**src/rtl/smc_pkg.sv**
```systemverilog
package smc_pkg;

  // ************************************************************
  // Register map
  // ************************************************************
  localparam logic [7:0] SMC_CTRL_OFS = 8'h00;
  localparam logic [7:0] SMC_STAT_OFS = 8'h04;
  localparam logic [7:0] SMC_CTRL_RST = 8'h00;

  // Field positions in sleep_control
  localparam int SMC_ARM_BIT = 0;
  localparam int SMC_MODE_LSB = 1;
  localparam int SMC_MODE_MSB = 2;

  // Field positions in the status register
  localparam int SMC_STAT_ASLEEP_BIT = 0;
  localparam int SMC_STAT_WAKING_BIT = 1;
  localparam int SMC_STAT_MODE_LSB = 2;
  localparam int SMC_STAT_MODE_MSB = 3;
  localparam int SMC_STAT_LOCK_BIT = 4;

  // ************************************************************
  // Codes and timing
  // ************************************************************
  typedef enum logic [1:0] {
    SMC_IDLE = 2'h0,
    SMC_STANDBY = 2'h1,
    SMC_POWER_DOWN_CODE = 2'h2,
    SMC_RESERVED = 2'h3
  } smc_mode_type;

  typedef enum logic [1:0] {
    SMC_ACTIVE = 2'b00,
    SMC_ASLEEP = 2'b01,
    SMC_WAKING = 2'b10
  } smc_state_type;

  // Wake-up latency in peripheral clock cycles
  localparam logic [2:0] SMC_WAKE_CYCLES = 3'h6;
  // Brown-out active-mode setting that holds execution until ready
  localparam logic [1:0] SMC_BOD_WAIT_CFG = 2'h3;

endpackage

```
**src/rtl/smc_wake_if.sv**
```systemverilog
`timescale 1ns/1ns
interface smc_wake_if;
  logic start;
  logic need_osc;
  logic need_bod;
  logic osc_ready;
  logic bod_ready;
  logic done;

  modport ctl (
    output start,
    output need_osc,
    output need_bod,
    output osc_ready,
    output bod_ready,
    input done
  );

  modport tmr (
    input start,
    input need_osc,
    input need_bod,
    input osc_ready,
    input bod_ready,
    output done
  );
endinterface

```
**src/rtl/smc_wake_timer.sv**
```systemverilog
`timescale 1ns/1ns
module smc_wake_timer
  import smc_pkg::*;
(
  input wire logic clk_i,
  input wire logic rst_i,
  smc_wake_if.tmr wk
);

  typedef struct packed {
    logic busy;
    logic [2:0] cnt;
  } smc_tmr_type;

  smc_tmr_type q;
  smc_tmr_type d;
  logic count_end;

  // ************************************************************
  // Latency counter
  // ************************************************************
  assign count_end = q.busy && (q.cnt == SMC_WAKE_CYCLES - 3'h1);
  // Oscillator and brown-out waits overlap the fixed count, not add to it
  assign wk.done = count_end && (!wk.need_osc || wk.osc_ready)
                 && (!wk.need_bod || wk.bod_ready);

  always_comb begin
    d = q;
    if (wk.start) begin
      d.busy = 1'b1;
      d.cnt = 3'h0;
    end else if (wk.done) begin
      d.busy = 1'b0;
    end else if (q.busy && !count_end) begin
      d.cnt = q.cnt + 3'h1;
    end
  end

  always_ff @(posedge clk_i) begin
    if (rst_i) begin
      q <= '0;
    end else begin
      q <= d;
    end
  end
endmodule

```
**src/rtl/smc_sleep_controller.sv**
```systemverilog
`timescale 1ns/1ns
// Notes on behaviour
// - Debug break wakes from any sleep
// - No enabled interrupt: only reset or debug break resumes
// - Sleep needs arm bit plus sleep instruction
// - Mode codes: idle, standby, power-down, reserved
// - Idle: peripherals run, any interrupt wakes
// - Standby: units run only with run-in-standby
// - Standby wake: pin, two-wire, timer, gated sources
// - Standby ADC sleepwalks, window wakes if enabled
// - Power-down: only watchdog and periodic timer
// - Power-down wakes on pin or two-wire only
// - Wake latency six cycles, or oscillator start if longer
// - Idle keeps main clock, no start-up wait
// - Power-down: low-power oscillators only if used
// - Brown-out setting three holds until ready
// - Any reset exits sleep; interrupt then resumes
// - Register contents kept through every sleep
module smc_sleep_controller
  import smc_pkg::*;
(
  input wire logic clk_i,
  input wire logic rst_i,
  input wire logic wb_cyc_i,
  input wire logic wb_stb_i,
  input wire logic wb_we_i,
  input wire logic [7:0] wb_adr_i,
  input wire logic [3:0] wb_sel_i,
  input wire logic [31:0] wb_dat_i,
  output logic [31:0] wb_dat_o,
  output logic wb_ack_o,
  input wire logic sleep_instr_i,
  input wire logic irq_enabled_any_i,
  input wire logic debug_break_i,
  input wire logic pin_irq_i,
  input wire logic twi_match_i,
  input wire logic tcb_irq_i,
  input wire logic uart_sof_irq_i,
  input wire logic rtc_irq_i,
  input wire logic pit_irq_i,
  input wire logic adc_window_irq_i,
  input wire logic other_irq_i,
  input wire logic uart_run_stby_i,
  input wire logic rtc_run_stby_i,
  input wire logic adc_run_stby_i,
  input wire logic main_osc_run_stby_i,
  input wire logic rtc_osc_run_stby_i,
  input wire logic lp_osc_used_i,
  input wire logic [1:0] bod_active_cfg_i,
  input wire logic main_osc_ready_i,
  input wire logic bod_ready_i,
  output logic cpu_clk_en_o,
  output logic per_clk_en_o,
  output logic rtc_clk_en_o,
  output logic adc_clk_en_o,
  output logic uart_clk_en_o,
  output logic wdt_pit_clk_en_o,
  output logic main_osc_en_o,
  output logic rtc_osc_en_o,
  output logic ulp_osc_en_o,
  output logic adc_sleepwalk_o,
  output logic asleep_o,
  output logic resume_o
);

  // ************************************************************
  // State
  // ************************************************************
  typedef struct packed {
    smc_state_type st;
    logic arm;
    smc_mode_type cfg_mode;
    smc_mode_type cur_mode;
    logic no_wake;
    logic ack;
    logic [31:0] rdat;
  } smc_ctl_type;

  smc_ctl_type q;
  smc_ctl_type d;

  smc_wake_if wk ();

  logic bus_req;
  logic wr_ctrl;
  logic wake_src;
  logic sleeping;
  logic idle_m;
  logic stby_m;
  logic pdn_m;
  logic [7:0] ctrl_rd;
  logic [7:0] stat_rd;

  // ************************************************************
  // Wake-up latency timer
  // ************************************************************
  smc_wake_timer u_timer (
    .clk_i(clk_i),
    .rst_i(rst_i),
    .wk(wk.tmr)
  );

  // ************************************************************
  // Mode decode
  // ************************************************************
  assign sleeping = (q.st == SMC_ASLEEP);
  assign idle_m = (q.cur_mode == SMC_IDLE);
  assign stby_m = (q.cur_mode == SMC_STANDBY);
  assign pdn_m = (q.cur_mode == SMC_POWER_DOWN_CODE);

  // ************************************************************
  // Wake source selection per mode
  // ************************************************************
  always_comb begin
    wake_src = 1'b0;
    case (q.cur_mode)
      SMC_IDLE: begin
        wake_src = pin_irq_i | twi_match_i | tcb_irq_i | uart_sof_irq_i
                 | rtc_irq_i | pit_irq_i | adc_window_irq_i | other_irq_i;
      end
      SMC_STANDBY: begin
        wake_src = pin_irq_i | twi_match_i | tcb_irq_i | pit_irq_i
                 | (uart_sof_irq_i & uart_run_stby_i)
                 | (rtc_irq_i & rtc_run_stby_i)
                 | (adc_window_irq_i & adc_run_stby_i);
      end
      SMC_POWER_DOWN_CODE: begin
        wake_src = pin_irq_i | twi_match_i;
      end
      default: begin
        wake_src = 1'b0;
      end
    endcase
  end

  // ************************************************************
  // Wake timer hookup
  // ************************************************************
  // Standby keeps the main oscillator only when asked, so it may skip start-up
  assign wk.start = sleeping && (debug_break_i || (wake_src && !q.no_wake));
  assign wk.need_osc = !idle_m && !(stby_m && main_osc_run_stby_i);
  assign wk.need_bod = (bod_active_cfg_i == SMC_BOD_WAIT_CFG);
  assign wk.osc_ready = main_osc_ready_i;
  assign wk.bod_ready = bod_ready_i;

  // ************************************************************
  // Register read mux
  // ************************************************************
  assign bus_req = wb_cyc_i && wb_stb_i && !q.ack;
  assign wr_ctrl = bus_req && wb_we_i && wb_sel_i[0] && (wb_adr_i == SMC_CTRL_OFS);

  always_comb begin
    ctrl_rd = 8'h00;
    ctrl_rd[SMC_ARM_BIT] = q.arm;
    ctrl_rd[SMC_MODE_MSB:SMC_MODE_LSB] = q.cfg_mode;
    stat_rd = 8'h00;
    stat_rd[SMC_STAT_ASLEEP_BIT] = sleeping;
    stat_rd[SMC_STAT_WAKING_BIT] = (q.st == SMC_WAKING);
    stat_rd[SMC_STAT_MODE_MSB:SMC_STAT_MODE_LSB] = q.cur_mode;
    stat_rd[SMC_STAT_LOCK_BIT] = q.no_wake;
  end

  // ************************************************************
  // Next state
  // ************************************************************
  always_comb begin
    d = q;
    d.ack = bus_req;
    if (bus_req) begin
      if (wb_adr_i == SMC_CTRL_OFS) begin
        d.rdat = {24'h000000, ctrl_rd};
      end else if (wb_adr_i == SMC_STAT_OFS) begin
        d.rdat = {24'h000000, stat_rd};
      end else begin
        d.rdat = 32'h00000000;
      end
    end
    // Writing only stores; sleep still needs the instruction
    if (wr_ctrl) begin
      d.arm = wb_dat_i[SMC_ARM_BIT];
      d.cfg_mode = smc_mode_type'(wb_dat_i[SMC_MODE_MSB:SMC_MODE_LSB]);
    end
    case (q.st)
      SMC_ACTIVE: begin
        // Mode and arm are taken as they stand when the instruction runs
        if (sleep_instr_i && q.arm && (q.cfg_mode != SMC_RESERVED)) begin
          d.st = SMC_ASLEEP;
          d.cur_mode = q.cfg_mode;
          d.no_wake = !irq_enabled_any_i;
        end
      end
      SMC_ASLEEP: begin
        // A debug break overrides even the locked-asleep case
        if (wk.start) begin
          d.st = SMC_WAKING;
        end
      end
      SMC_WAKING: begin
        if (wk.done) begin
          d.st = SMC_ACTIVE;
          d.no_wake = 1'b0;
        end
      end
      default: begin
        d.st = SMC_ACTIVE;
      end
    endcase
  end

  // ************************************************************
  // Registers
  // ************************************************************
  // Only reset or a control write changes the control bits; sleep and wake leave them alone
  always_ff @(posedge clk_i) begin
    if (rst_i) begin
      q.st <= SMC_ACTIVE;
      q.arm <= SMC_CTRL_RST[SMC_ARM_BIT];
      q.cfg_mode <= smc_mode_type'(SMC_CTRL_RST[SMC_MODE_MSB:SMC_MODE_LSB]);
      q.cur_mode <= SMC_IDLE;
      q.no_wake <= 1'b0;
      q.ack <= 1'b0;
      q.rdat <= 32'h00000000;
    end else begin
      q <= d;
    end
  end

  // ************************************************************
  // Clock domain and oscillator gating
  // ************************************************************
  always_comb begin
    cpu_clk_en_o = (q.st == SMC_ACTIVE);
    per_clk_en_o = 1'b1;
    rtc_clk_en_o = 1'b1;
    adc_clk_en_o = 1'b1;
    uart_clk_en_o = 1'b1;
    main_osc_en_o = 1'b1;
    rtc_osc_en_o = 1'b1;
    ulp_osc_en_o = 1'b1;
    adc_sleepwalk_o = 1'b0;
    if (sleeping) begin
      if (stby_m) begin
        per_clk_en_o = 1'b0;
        rtc_clk_en_o = rtc_run_stby_i;
        adc_clk_en_o = adc_run_stby_i;
        uart_clk_en_o = uart_run_stby_i;
        main_osc_en_o = main_osc_run_stby_i;
        rtc_osc_en_o = rtc_osc_run_stby_i;
        adc_sleepwalk_o = adc_run_stby_i;
      end else if (pdn_m) begin
        per_clk_en_o = 1'b0;
        rtc_clk_en_o = 1'b0;
        adc_clk_en_o = 1'b0;
        uart_clk_en_o = 1'b0;
        main_osc_en_o = 1'b0;
        rtc_osc_en_o = lp_osc_used_i;
        ulp_osc_en_o = lp_osc_used_i;
      end
    end
  end

  // Watchdog and periodic timer clock never stops
  assign wdt_pit_clk_en_o = 1'b1;
  assign asleep_o = sleeping;
  // Pulse lets the interrupt controller service the waking interrupt first
  assign resume_o = (q.st == SMC_WAKING) && wk.done;
  assign wb_ack_o = q.ack;
  assign wb_dat_o = q.rdat;
endmodule

```
**config.mk**
```make
export PLATFORM = sky130hd
export DESIGN_NAME = smc_sleep_controller
export DESIGN_NICKNAME = d
export VERILOG_FILES = /design/src/rtl/smc_pkg.sv /design/src/rtl/smc_wake_if.sv /design/src/rtl/smc_wake_timer.sv /design/src/rtl/smc_sleep_controller.sv
export SDC_FILE = /design/constraint.sdc
export NUM_CORES = 1
export LEC_CHECK = 0
export BUFFER_PORTS_ARGS = -buffer_cell sky130_fd_sc_hd__buf_4
export CORE_UTILIZATION = 34
export CTS_BUF_LIST = sky130_fd_sc_hd__clkbuf_16
export CTS_CLUSTER_DIAMETER = 200
export DETAILED_ROUTE_END_ITERATION = 16
export GPL_TIMING_DRIVEN = 0
export PLACE_DENSITY = 0.74
export SYNTH_ARGS = -nofsm -noshare
export SYNTH_HDL_FRONTEND = slang
export SYNTH_SLANG_ARGS = --single-unit
```
**constraint.sdc**
```tcl
create_clock -name clk_i -period 2.15 [get_ports clk_i]
set_input_delay 0.1075 -clock clk_i [delete_from_list [all_inputs] [get_ports clk_i]]
set_output_delay 0.1075 -clock clk_i [all_outputs]
set_load 0.05 [all_outputs]
```
==> impl_metrics.tcl, run 1 <==
set metrics [dict create \
    cts_htree_levels 1 \
    worst_setup_path_start_kind "register" \
    std_cell_rows 21 \
    timing_max_transition_violations_final 0 \
    critical_path_depth 6 \
    post-route-drc-count 0 \
    number_of_antenna_violations_at_the_first_check_in_global_routing 0 \
    path_cells "inv_1, ha_1, a211oi_1, a311o_1, nor2_1, buf_4" \
    wire_length_of_the_first_global_routing_pass_um 4530 \
    layout_common_cells "86 x sky130_fd_sc_hd__buf_4, 28 x sky130_fd_sc_hd__conb_1, 18 x sky130_fd_sc_hd__dfxtp_1" \
    critPathKind "reg -> out" \
    cts_root_buf "sky130_fd_sc_hd__clkbuf_16" \
    routed-via-count 1213 \
    clk_pin_slew_worst_paths_ns 0.05 \
    cts_buffers 3 \
    grt_util_all_layers_pct 14.2 \
    worst-slew-pin-transition_ns 0.653 \
    cell_count_after_synthesis 157 \
    ir_drop_uv 250 \
    total_power_consumption_uw 929 \
    slew-limit-headroom_pct 56.1 \
    die_h_um 63.5 \
    timing.critical_path.buf_inv 2 \
    critical-path-max-stage-delay_ns 0.38 \
    grt_max_degree 11 \
    totalNegativeSetupSlack_ns 0 \
    max_clock_freq_mhz 511 \
    cts_post_setup_buffers_inserted 0 \
    number_of_enable_type_register_cells_in_the_synthesized_netlist 0 \
    diodes 0 \
    outcome "finished clean" \
    synth_cell_type_count 36 \
    fin_skew_ns 0.00208 \
    critPathCaptureType "primary output" \
    detail_route.wirelength_um 2670 \
    critPathMaxFanout 8 \
    die_area_um2 4030 \
    ctsLongestPathBuffers 2 \
    die_width_um 63.5 \
    worstRegToRegCells 5 \
    clock_sink_count 18 \
    dominantRegCellSynth "sky130_fd_sc_hd__dfxtp_1" \
    synth.ff_latch_count 18 \
    async_reset_ff_share_pct 0 \
    synth.avg_cell_area_um2 8.18 \
    gr-total-overflow 0 \
    layout_cell_share_with_drive_strength_beyond_1_pct 41.0 \
    min_delay_path_depth 3 \
    arrival_ns 1.85 \
    routed_wire_length_per_instance_um 9.36 \
    timing.final.ws_setup_ns 0.192 \
    top_cell_family_by_delay_on_the_critical_path "compound AO/OA/AOI/OAI gates" \
    drtPass1Iterations 4 \
    hold_class "in -> reg" \
    max_cap_viol_count 0 \
    final.min_clock_period_ns 1.96 \
    finish.utilization_pct 55.2 \
    report.final.setup_viol 0 \
    fp.coreArea_um2 3470 \
    power_leakage_nw 0.949 \
    synth_warnings 0 \
    net_count_reported_at_finish 316 \
    crit_slowest_cell "sky130_fd_sc_hd__a311o_1" \
    number_of_global_route_vias_before_repair 1093 \
    timing_hold_violations_final 0 \
    clkLatencyLatePin_ns 0.25 \
    hold_buffers 0 \
    place_hpwl_um 2280 \
    drt_antenna_net_count 0 \
    drt-vias-per-instance 4.26 \
    port_buffers 53 \
    area_growth_syn_to_layout_pct 48.9 \
    final_common_cell "sky130_fd_sc_hd__buf_4" \
    synth_area_um2 1280 \
    final_min_period_over_clock_period_pct 91.1 \
    power.density_nw_per_um2 486 \
    dr.first_iter.drc_count 27 \
    grt_setup_unrepaired "no" \
    timing.critical_path.required_ns 2.04 \
    preCtsSetupSlack_ns 0.340 \
    globalplace.congestion 0.768 \
    synth_sequential_area_ratio_pct 28.0 \
    initial_utilization_pct 37.0 \
    final.fill_count 343 \
    tritoncts_clock_tree "yes" \
    design.portCount 115 \
]
## worst register-to-register path, stage by stage, from the launching register on
cell,delay [ns]
sky130_fd_sc_hd__dfxtp_1,0.34
sky130_fd_sc_hd__inv_1,0.05
sky130_fd_sc_hd__ha_1,0.20
sky130_fd_sc_hd__a21boi_0,0.55
sky130_fd_sc_hd__nor2_1,0.16
sky130_fd_sc_hd__a2111oi_4,0.33
## flip-flops by register name, summed over array words and instances (netlist names)
signal and cells:
u_timer.q 4, wb_dat_o 5, ctrl_rd 3, wb_ack_o 1
q 5
## cells in the mapped netlist (2+ instances only)
master | instances | share of area (%)
sky130_fd_sc_hd__a211oi_1 | 2 | 1.2
sky130_fd_sc_hd__a21oi_1 | 9 | 3.5
sky130_fd_sc_hd__and3b_1 | 2 | 1.4
sky130_fd_sc_hd__buf_4 | 33 | 19
sky130_fd_sc_hd__clkbuf_1 | 4 | 1.2
sky130_fd_sc_hd__conb_1 | 2 | 0.58
sky130_fd_sc_hd__dfxtp_1 | 18 | 28
sky130_fd_sc_hd__ha_1 | 6 | 5.8
sky130_fd_sc_hd__inv_1 | 7 | 2.0
sky130_fd_sc_hd__mux2_2 | 3 | 2.6
sky130_fd_sc_hd__mux2i_1 | 5 | 3.9
sky130_fd_sc_hd__nand2_1 | 17 | 5.0
sky130_fd_sc_hd__nand2b_1 | 2 | 0.97
sky130_fd_sc_hd__nand3_1 | 5 | 1.9
sky130_fd_sc_hd__nand4_1 | 4 | 1.9
sky130_fd_sc_hd__nor2_1 | 14 | 4.1
sky130_fd_sc_hd__nor3_1 | 2 | 0.78
sky130_fd_sc_hd__nor4_1 | 2 | 0.97
sky130_fd_sc_hd__nor4_2 | 2 | 1.9
sky130_fd_sc_hd__or2_2 | 2 | 0.97
## layer usage
layer | share of wire [%] | routed length (um) | vias to the layer above | GRT usage, %
met2 | 51 | 1360 | 44 | 25.5
met1 | 41 | 1090 | 521 | 16.0
met4 | 1.2 | 31 | 0 | 4.26
met5 | 0 | 0 | - | 0
li1 | - | - | 643 | -
met3 | 7.0 | 188 | 5 | 3.80
## cell type report
class / count / area [um2] / share of cell area (%)
plain buffers: 36 / 259 / 13.5
clock inverters: 1 / 3.75 / 0.196
repair buffers: 53 / 398 / 20.8
well taps: 46 / 57.6 / 3.01
clock buffers: 3 / 75.1 / 3.92
flip-flops and latches: 18 / 360 / 18.8
multi-input cells: 121 / 733 / 38.3
inverters: 7 / 26.3 / 1.37
## kinds of logic after synthesis
group	synth area share, %
xor+xnor	0.682
other cells	0.584
simple gates	22.3
fa+ha+maj	5.84
buf+inv	22.5
mux	6.52
compound gates	13.5
flops	28.0
## metrics by stage
| step | std cells | hold WS [ns] | cell area [um2] |
|---|---|---|---|
| floorplan | 183 | 0.251 | 1380 |
| global placement | 282 | 0.340 | 1840 |
| detailed placement | 282 | 0.346 | 1840 |
| CTS | 286 | 0.0900 | 1920 |
| global route | 285 | 0.0966 | 1910 |
| finish | 285 | 0.0876 | 1910 |
## power by group
part | internal [mW] | switching, mW | leakage [nW]
Sequential | 0.335 | 0.000522 | 0.145
Clock | 0.247 | 0.123 | 0.0385
Combinational | 0.0835 | 0.141 | 0.766
## repair_timing
item | CTS | global route
endpoints found under the hold margin | 0 | 0
setup endpoints to repair | 0 | 1
resized for setup | 0 | 0
## worst paths after layout
| check | slack, ns | startpoint | to |
|---|---|---|---|
| setup reg to reg | 0.43 | u_timer.q[1] | u_timer.q[1] |
| setup / recovery | 0.19 | q[35] | resume_o |
| hold reg to reg | 0.45 | wb_dat_o[3] | wb_dat_o[3] |
| hold / removal | 0.09 | wb_dat_i[0] | ctrl_rd[0] |
(Power assumes the default switching activity.)
==> run 2, diff against run 1 <==
--- a/config.mk
+++ b/config.mk
@@ -12,6 +12,7 @@
 export DETAILED_ROUTE_END_ITERATION = 16
 export GPL_TIMING_DRIVEN = 0
 export PLACE_DENSITY = 0.74
+export REMOVE_ABC_BUFFERS = 1
 export SYNTH_ARGS = -nofsm -noshare
 export SYNTH_HDL_FRONTEND = slang
 export SYNTH_SLANG_ARGS = --single-unit
==> impl_metrics.tcl, run 2 (synthesis results as in run 1) <==
set metrics [dict create \
    final_min_period_over_clock_period_pct 90.6 \
    fp.coreArea_um2 3470 \
    tritoncts_clock_tree "yes" \
    place_inst 246 \
    globalplace.congestion 0.767 \
    grt_setup_unrepaired "no" \
    timing.critical_path.buf_inv 2 \
    drt_antenna_net_count 0 \
    critPathCaptureType "primary output" \
    crit_slowest_cell "sky130_fd_sc_hd__a311o_1" \
    cts_root_buf "sky130_fd_sc_hd__clkbuf_16" \
    gr-total-overflow 0 \
    area_growth_syn_to_layout_pct 29.3 \
    outcome "finished clean" \
    ctsLongestPathBuffers 2 \
    clkLatencyLatePin_ns 0.25 \
    cts_post_setup_buffers_inserted 0 \
    fin_skew_ns 0.00244 \
    arrival_ns 1.84 \
    cts_buffers 3 \
    design.portCount 115 \
    layout_cell_share_with_drive_strength_beyond_1_pct 32.4 \
    die_width_um 63.5 \
    ir_drop_uv 556 \
    initial_utilization_pct 37.0 \
    worst_setup_path_start_kind "register" \
    std_cell_rows 21 \
    path_cells "inv_1, ha_1, a211oi_1, a311o_1, nor2_1, buf_4" \
    grt_max_degree 19 \
    layout.cell_area.non_filler_um2 1660 \
    timing.critical_path.required_ns 2.04 \
    die_area_um2 4030 \
    critPathMaxFanout 8 \
    diodes 0 \
    critPathKind "reg -> out" \
    number_of_antenna_violations_at_the_first_check_in_global_routing 0 \
    cts_htree_levels 1 \
    report.final.setup_viol 0 \
    critical-path-max-stage-delay_ns 0.39 \
    clock_sink_count 18 \
    layoutNonFillerInstCount 250 \
    routed_wire_length_per_instance_um 10.6 \
    slew-limit-headroom_pct 58.1 \
    number_of_global_route_vias_before_repair 974 \
    drt-vias-per-instance 4.55 \
    cts_resized 0 \
    post-route-drc-count 0 \
    final_common_cell "sky130_fd_sc_hd__buf_4" \
    place_area_um2 1580 \
    max_clock_freq_mhz 513 \
    worst-slew-pin-transition_ns 0.623 \
    layout_common_cells "54 x sky130_fd_sc_hd__buf_4, 28 x sky130_fd_sc_hd__conb_1, 18 x sky130_fd_sc_hd__dfxtp_1" \
    hold_class "in -> reg" \
    die_h_um 63.5 \
    routed-via-count 1137 \
    hold_buffers 0 \
    final.min_clock_period_ns 1.95 \
    max_cap_viol_count 0 \
    detail_route.wirelength_um 2650 \
    power_leakage_nw 0.772 \
    wire_length_of_the_first_global_routing_pass_um 4220 \
    power.density_nw_per_um2 533 \
    clk_pin_slew_worst_paths_ns 0.05 \
    port_buffers 54 \
    top_cell_family_by_delay_on_the_critical_path "compound AO/OA/AOI/OAI gates" \
    dr.first_iter.drc_count 55 \
    place_hpwl_um 2140 \
    grt_util_all_layers_pct 13.2 \
    drtPass1Iterations 4 \
    totalNegativeSetupSlack_ns 0 \
    net_count_reported_at_finish 281 \
    timing_max_transition_violations_final 0 \
    timing_hold_violations_final 0 \
]
run 2: cell count changes in the layout (fill, tap and decap cells not counted):
| cell | delta |
|---|---|
| sky130_fd_sc_hd__buf_4 | -32 |
| sky130_fd_sc_hd__clkbuf_1 | -3 |
run 2: layer usage:
| metal | vias up | share of wire [%] | global-route usage, % |
|---|---|---|---|
| li1 | 574 | - | - |
| met1 | 507 | 41 | 16.4 |
| met2 | 54 | 48 | 21.4 |
| met3 | 2 | 9.5 | 5.07 |
| met4 | 0 | 0.45 | 2.56 |
| met5 | - | 0 | 0 |
run 2: per-stage QoR:
stage	setup slack (ns)	power (mW)	hold slack (ns)	utilization (%)
finish	0.203	0.886	0.0905	47.9
global route	0.0582	0.921	0.0897	47.9
CTS	0.191	0.896	0.0920	47.9
detailed placement	0.446	0.526	0.348	45.6
global placement	0.471	0.524	0.337	45.6
floorplan	0.171	0.460	0.172	-
run 2: final timing paths:
| check | from | endpoint | slack (ns) | depth (start not counted) |
|---|---|---|---|---|
| min | wb_dat_i[1] | ctrl_rd[1] | 0.09 | 3 |
| max | q[35] | resume_o | 0.20 | 6 |
| max reg2reg | q[35] | u_timer.q[1] | 0.42 | 6 |
| min reg2reg | wb_dat_o[3] | wb_dat_o[3] | 0.45 | 2 |
run 2: where the power goes:
part	switching (mW)	total, mW	internal [mW]
clock network	0.119	0.366	0.247
registers	0.000414	0.335	0.335
logic	0.136	0.184	0.0487
total	0.255	0.886	0.630
run 2: layout make-up:
class	instances	area [um2]
Clock buffer	3	75.1
Clock inverter	1	3.75
Fill cell	367	1810
Inverter	7	26.3
Multi-Input combinational cell	121	733
Sequential cell	18	360
Tap cell	46	57.6
Timing Repair Buffer	54	405
run 2: worst register-to-register path, cell delays in order, from the launching register on:
cell and delay (ns):
sky130_fd_sc_hd__dfxtp_1 0.41, sky130_fd_sc_hd__inv_1 0.09, sky130_fd_sc_hd__ha_1 0.28, sky130_fd_sc_hd__inv_1 0.11, sky130_fd_sc_hd__a211oi_1 0.07, sky130_fd_sc_hd__o31a_2 0.40
sky130_fd_sc_hd__a2111oi_4 0.27
==> run 3, diff against run 2 <==
--- a/config.mk
+++ b/config.mk
@@ -6,12 +6,12 @@
 export NUM_CORES = 1
 export LEC_CHECK = 0
 export BUFFER_PORTS_ARGS = -buffer_cell sky130_fd_sc_hd__buf_4
-export CORE_UTILIZATION = 34
+export CORE_UTILIZATION = 37
 export CTS_BUF_LIST = sky130_fd_sc_hd__clkbuf_16
 export CTS_CLUSTER_DIAMETER = 200
 export DETAILED_ROUTE_END_ITERATION = 16
 export GPL_TIMING_DRIVEN = 0
-export PLACE_DENSITY = 0.74
+export PLACE_DENSITY = 0.79
 export REMOVE_ABC_BUFFERS = 1
 export SYNTH_ARGS = -nofsm -noshare
 export SYNTH_HDL_FRONTEND = slang
==> impl_metrics.tcl, run 3 (synthesis results as in run 1) <==
set metrics [dict create \
    drtPass1Iterations 4 \
    power.clock.fraction_pct 41.5 \
    arrival_ns 1.93 \
    max_clock_freq_mhz 490 \
    routed_wire_length_per_instance_um 10.5 \
    power_leakage_nw 0.772 \
    critPathCapture "resume_o" \
    clk_pin_slew_worst_paths_ns 0.05 \
    finalHoldWorstSlack_ns 0.0932 \
    tritoncts_clock_tree "yes" \
    die_width_um 60.9 \
    critical-path-max-stage-delay_ns 0.39 \
    timing.final.ws_setup_ns 0.111 \
    post-route-drc-count 0 \
    fin_skew_ns 0.00245 \
    wire_length_of_the_first_global_routing_pass_um 4280 \
    detail_route.wirelength_um 2620 \
    path_cells "inv_1, ha_1, a211oi_1, a311o_1, nor2_1, buf_4" \
    ctsLongestPathBuffers 2 \
    final.min_clock_period_ns 2.04 \
    die_area_um2 3710 \
    final_min_period_over_clock_period_pct 94.8 \
    cts_resized 0 \
    report.final.setup_viol 0 \
    std_cell_rows 21 \
    place_hpwl_um 2170 \
    initial_utilization_pct 38.5 \
    ir_drop_uv 421 \
    worstReg2RegStart "q[35]" \
    port_buffers 54 \
    dr.first_iter.drc_count 40 \
    design.portCount 115 \
    clock_sink_count 18 \
    cts_root_buf "sky130_fd_sc_hd__clkbuf_16" \
    critPathKind "reg -> out" \
    fp.coreArea_um2 3340 \
    grt_setup_unrepaired "no" \
    final_common_cell "sky130_fd_sc_hd__buf_4" \
    layout_common_cells "54 x sky130_fd_sc_hd__buf_4, 28 x sky130_fd_sc_hd__conb_1, 18 x sky130_fd_sc_hd__dfxtp_1" \
    setup_slack_of_the_most_critical_reg_to_reg_path_ns 0.40 \
    worst-slew-pin-transition_ns 0.643 \
    number_of_antenna_violations_at_the_first_check_in_global_routing 0 \
    seq_power_share_pct 37.8 \
    timing_max_transition_violations_final 0 \
    comb_power_share_pct 20.7 \
    globalplace.congestion 0.819 \
    timing_hold_violations_final 0 \
    die_h_um 60.9 \
    totalNegativeSetupSlack_ns 0 \
    switchingPower_uw 257 \
    slew-limit-headroom_pct 56.7 \
    power.density_nw_per_um2 534 \
    power.internal_uw 630 \
    hold_class "in -> reg" \
    netSwitchingFraction_pct 28.9 \
    hold_buffers 0 \
    critPathMaxFanout 8 \
    drt-vias-per-instance 4.61 \
    critPathCaptureType "primary output" \
    cts_buffers 3 \
    drt_antenna_net_count 0 \
    area_growth_syn_to_layout_pct 29.3 \
    min_delay_path_depth 3 \
    timing.critical_path.required_ns 2.04 \
    diodes 0 \
    outcome "finished clean" \
    worstSetupStartpoint "q[35]" \
    clkLatencyLatePin_ns 0.25 \
    regToRegEndpoint "u_timer.q[1]" \
    cts_post_setup_buffers_inserted 0 \
    gr-total-overflow 0 \
    layout_cell_share_with_drive_strength_beyond_1_pct 32.4 \
    crit_slowest_cell "sky130_fd_sc_hd__a311o_1" \
    worst_setup_path_start_kind "register" \
    preCtsSetupSlack_ns 0.368 \
    grt_max_degree 19 \
    net_count_reported_at_finish 281 \
    grt_util_all_layers_pct 15.6 \
    routed-via-count 1152 \
    max_cap_viol_count 0 \
    worstRegToRegCells 6 \
    number_of_global_route_vias_before_repair 1063 \
    cts_htree_levels 1 \
]
-- run 3: power by group through the flow --
stage                     logic, mW  registers (mW)  clock network, mW
after floorplan               0.116           0.345                  0
after global placement        0.182           0.342                  0
after detailed placement      0.183           0.342                  0
after CTS                     0.183           0.335              0.376
after global routing          0.196           0.335              0.392
final                         0.184           0.335              0.368
-- run 3: per-layer routing --
metal	vias up	GRT usage (%)	part of all wire [%]	routed length, um
li1	571	-	-	-
met1	527	16.8	41	1090
met2	50	29.2	52	1370
met3	4	3.84	5.0	131
met4	0	5.52	1.3	35
met5	-	0	0	0
-- run 3: metrics by stage --
stage | cell area [um2] | instances | power [mW] | utilization (%)
2_1_floorplan | 1120 | 146 | 0.460 | -
3_3_place_gp | 1580 | 246 | 0.524 | 47.4
3_5_place_dp | 1580 | 246 | 0.525 | 47.4
4_1_cts | 1660 | 250 | 0.894 | 49.8
5_1_grt | 1660 | 250 | 0.923 | 49.8
6_report | 1660 | 250 | 0.887 | 49.8
-- run 3: how the worst min path moves through the flow --
stage / endpoint / slack [ns] / start
after global routing: ctrl_rd[2] / 0.12 / wb_dat_i[2]
after detailed placement: ctrl_rd[0] / 0.35 / wb_dat_i[0]
after floorplan: u_timer.q[1] / 0.17 / rst_i
final: ctrl_rd[1] / 0.09 / wb_dat_i[1]
after CTS: ctrl_rd[0] / 0.09 / wb_dat_i[0]
after global placement: ctrl_rd[0] / 0.34 / wb_dat_i[0]
-- run 3: critical path, delay by kind of cell, from the launching register on --
| family | cells | cell delay [ns] |
|---|---|---|
| AO/OA/AOI/OAI | 2 | 0.52 |
| adder cells (fa/ha/maj) | 1 | 0.32 |
| AND/OR/NAND/NOR | 1 | 0.17 |
| flip-flops | 1 | 0.35 |
| buffers and inverters | 2 | 0.32 |
-- run 3: cell type report --
class	count	area, um2
Inverter	7	26.3
Fill cell	331	1680
Tap cell	46	57.6
Clock inverter	1	3.75
Sequential cell	18	360
Timing Repair Buffer	54	405
Multi-Input combinational cell	121	733
Clock buffer	3	75.1
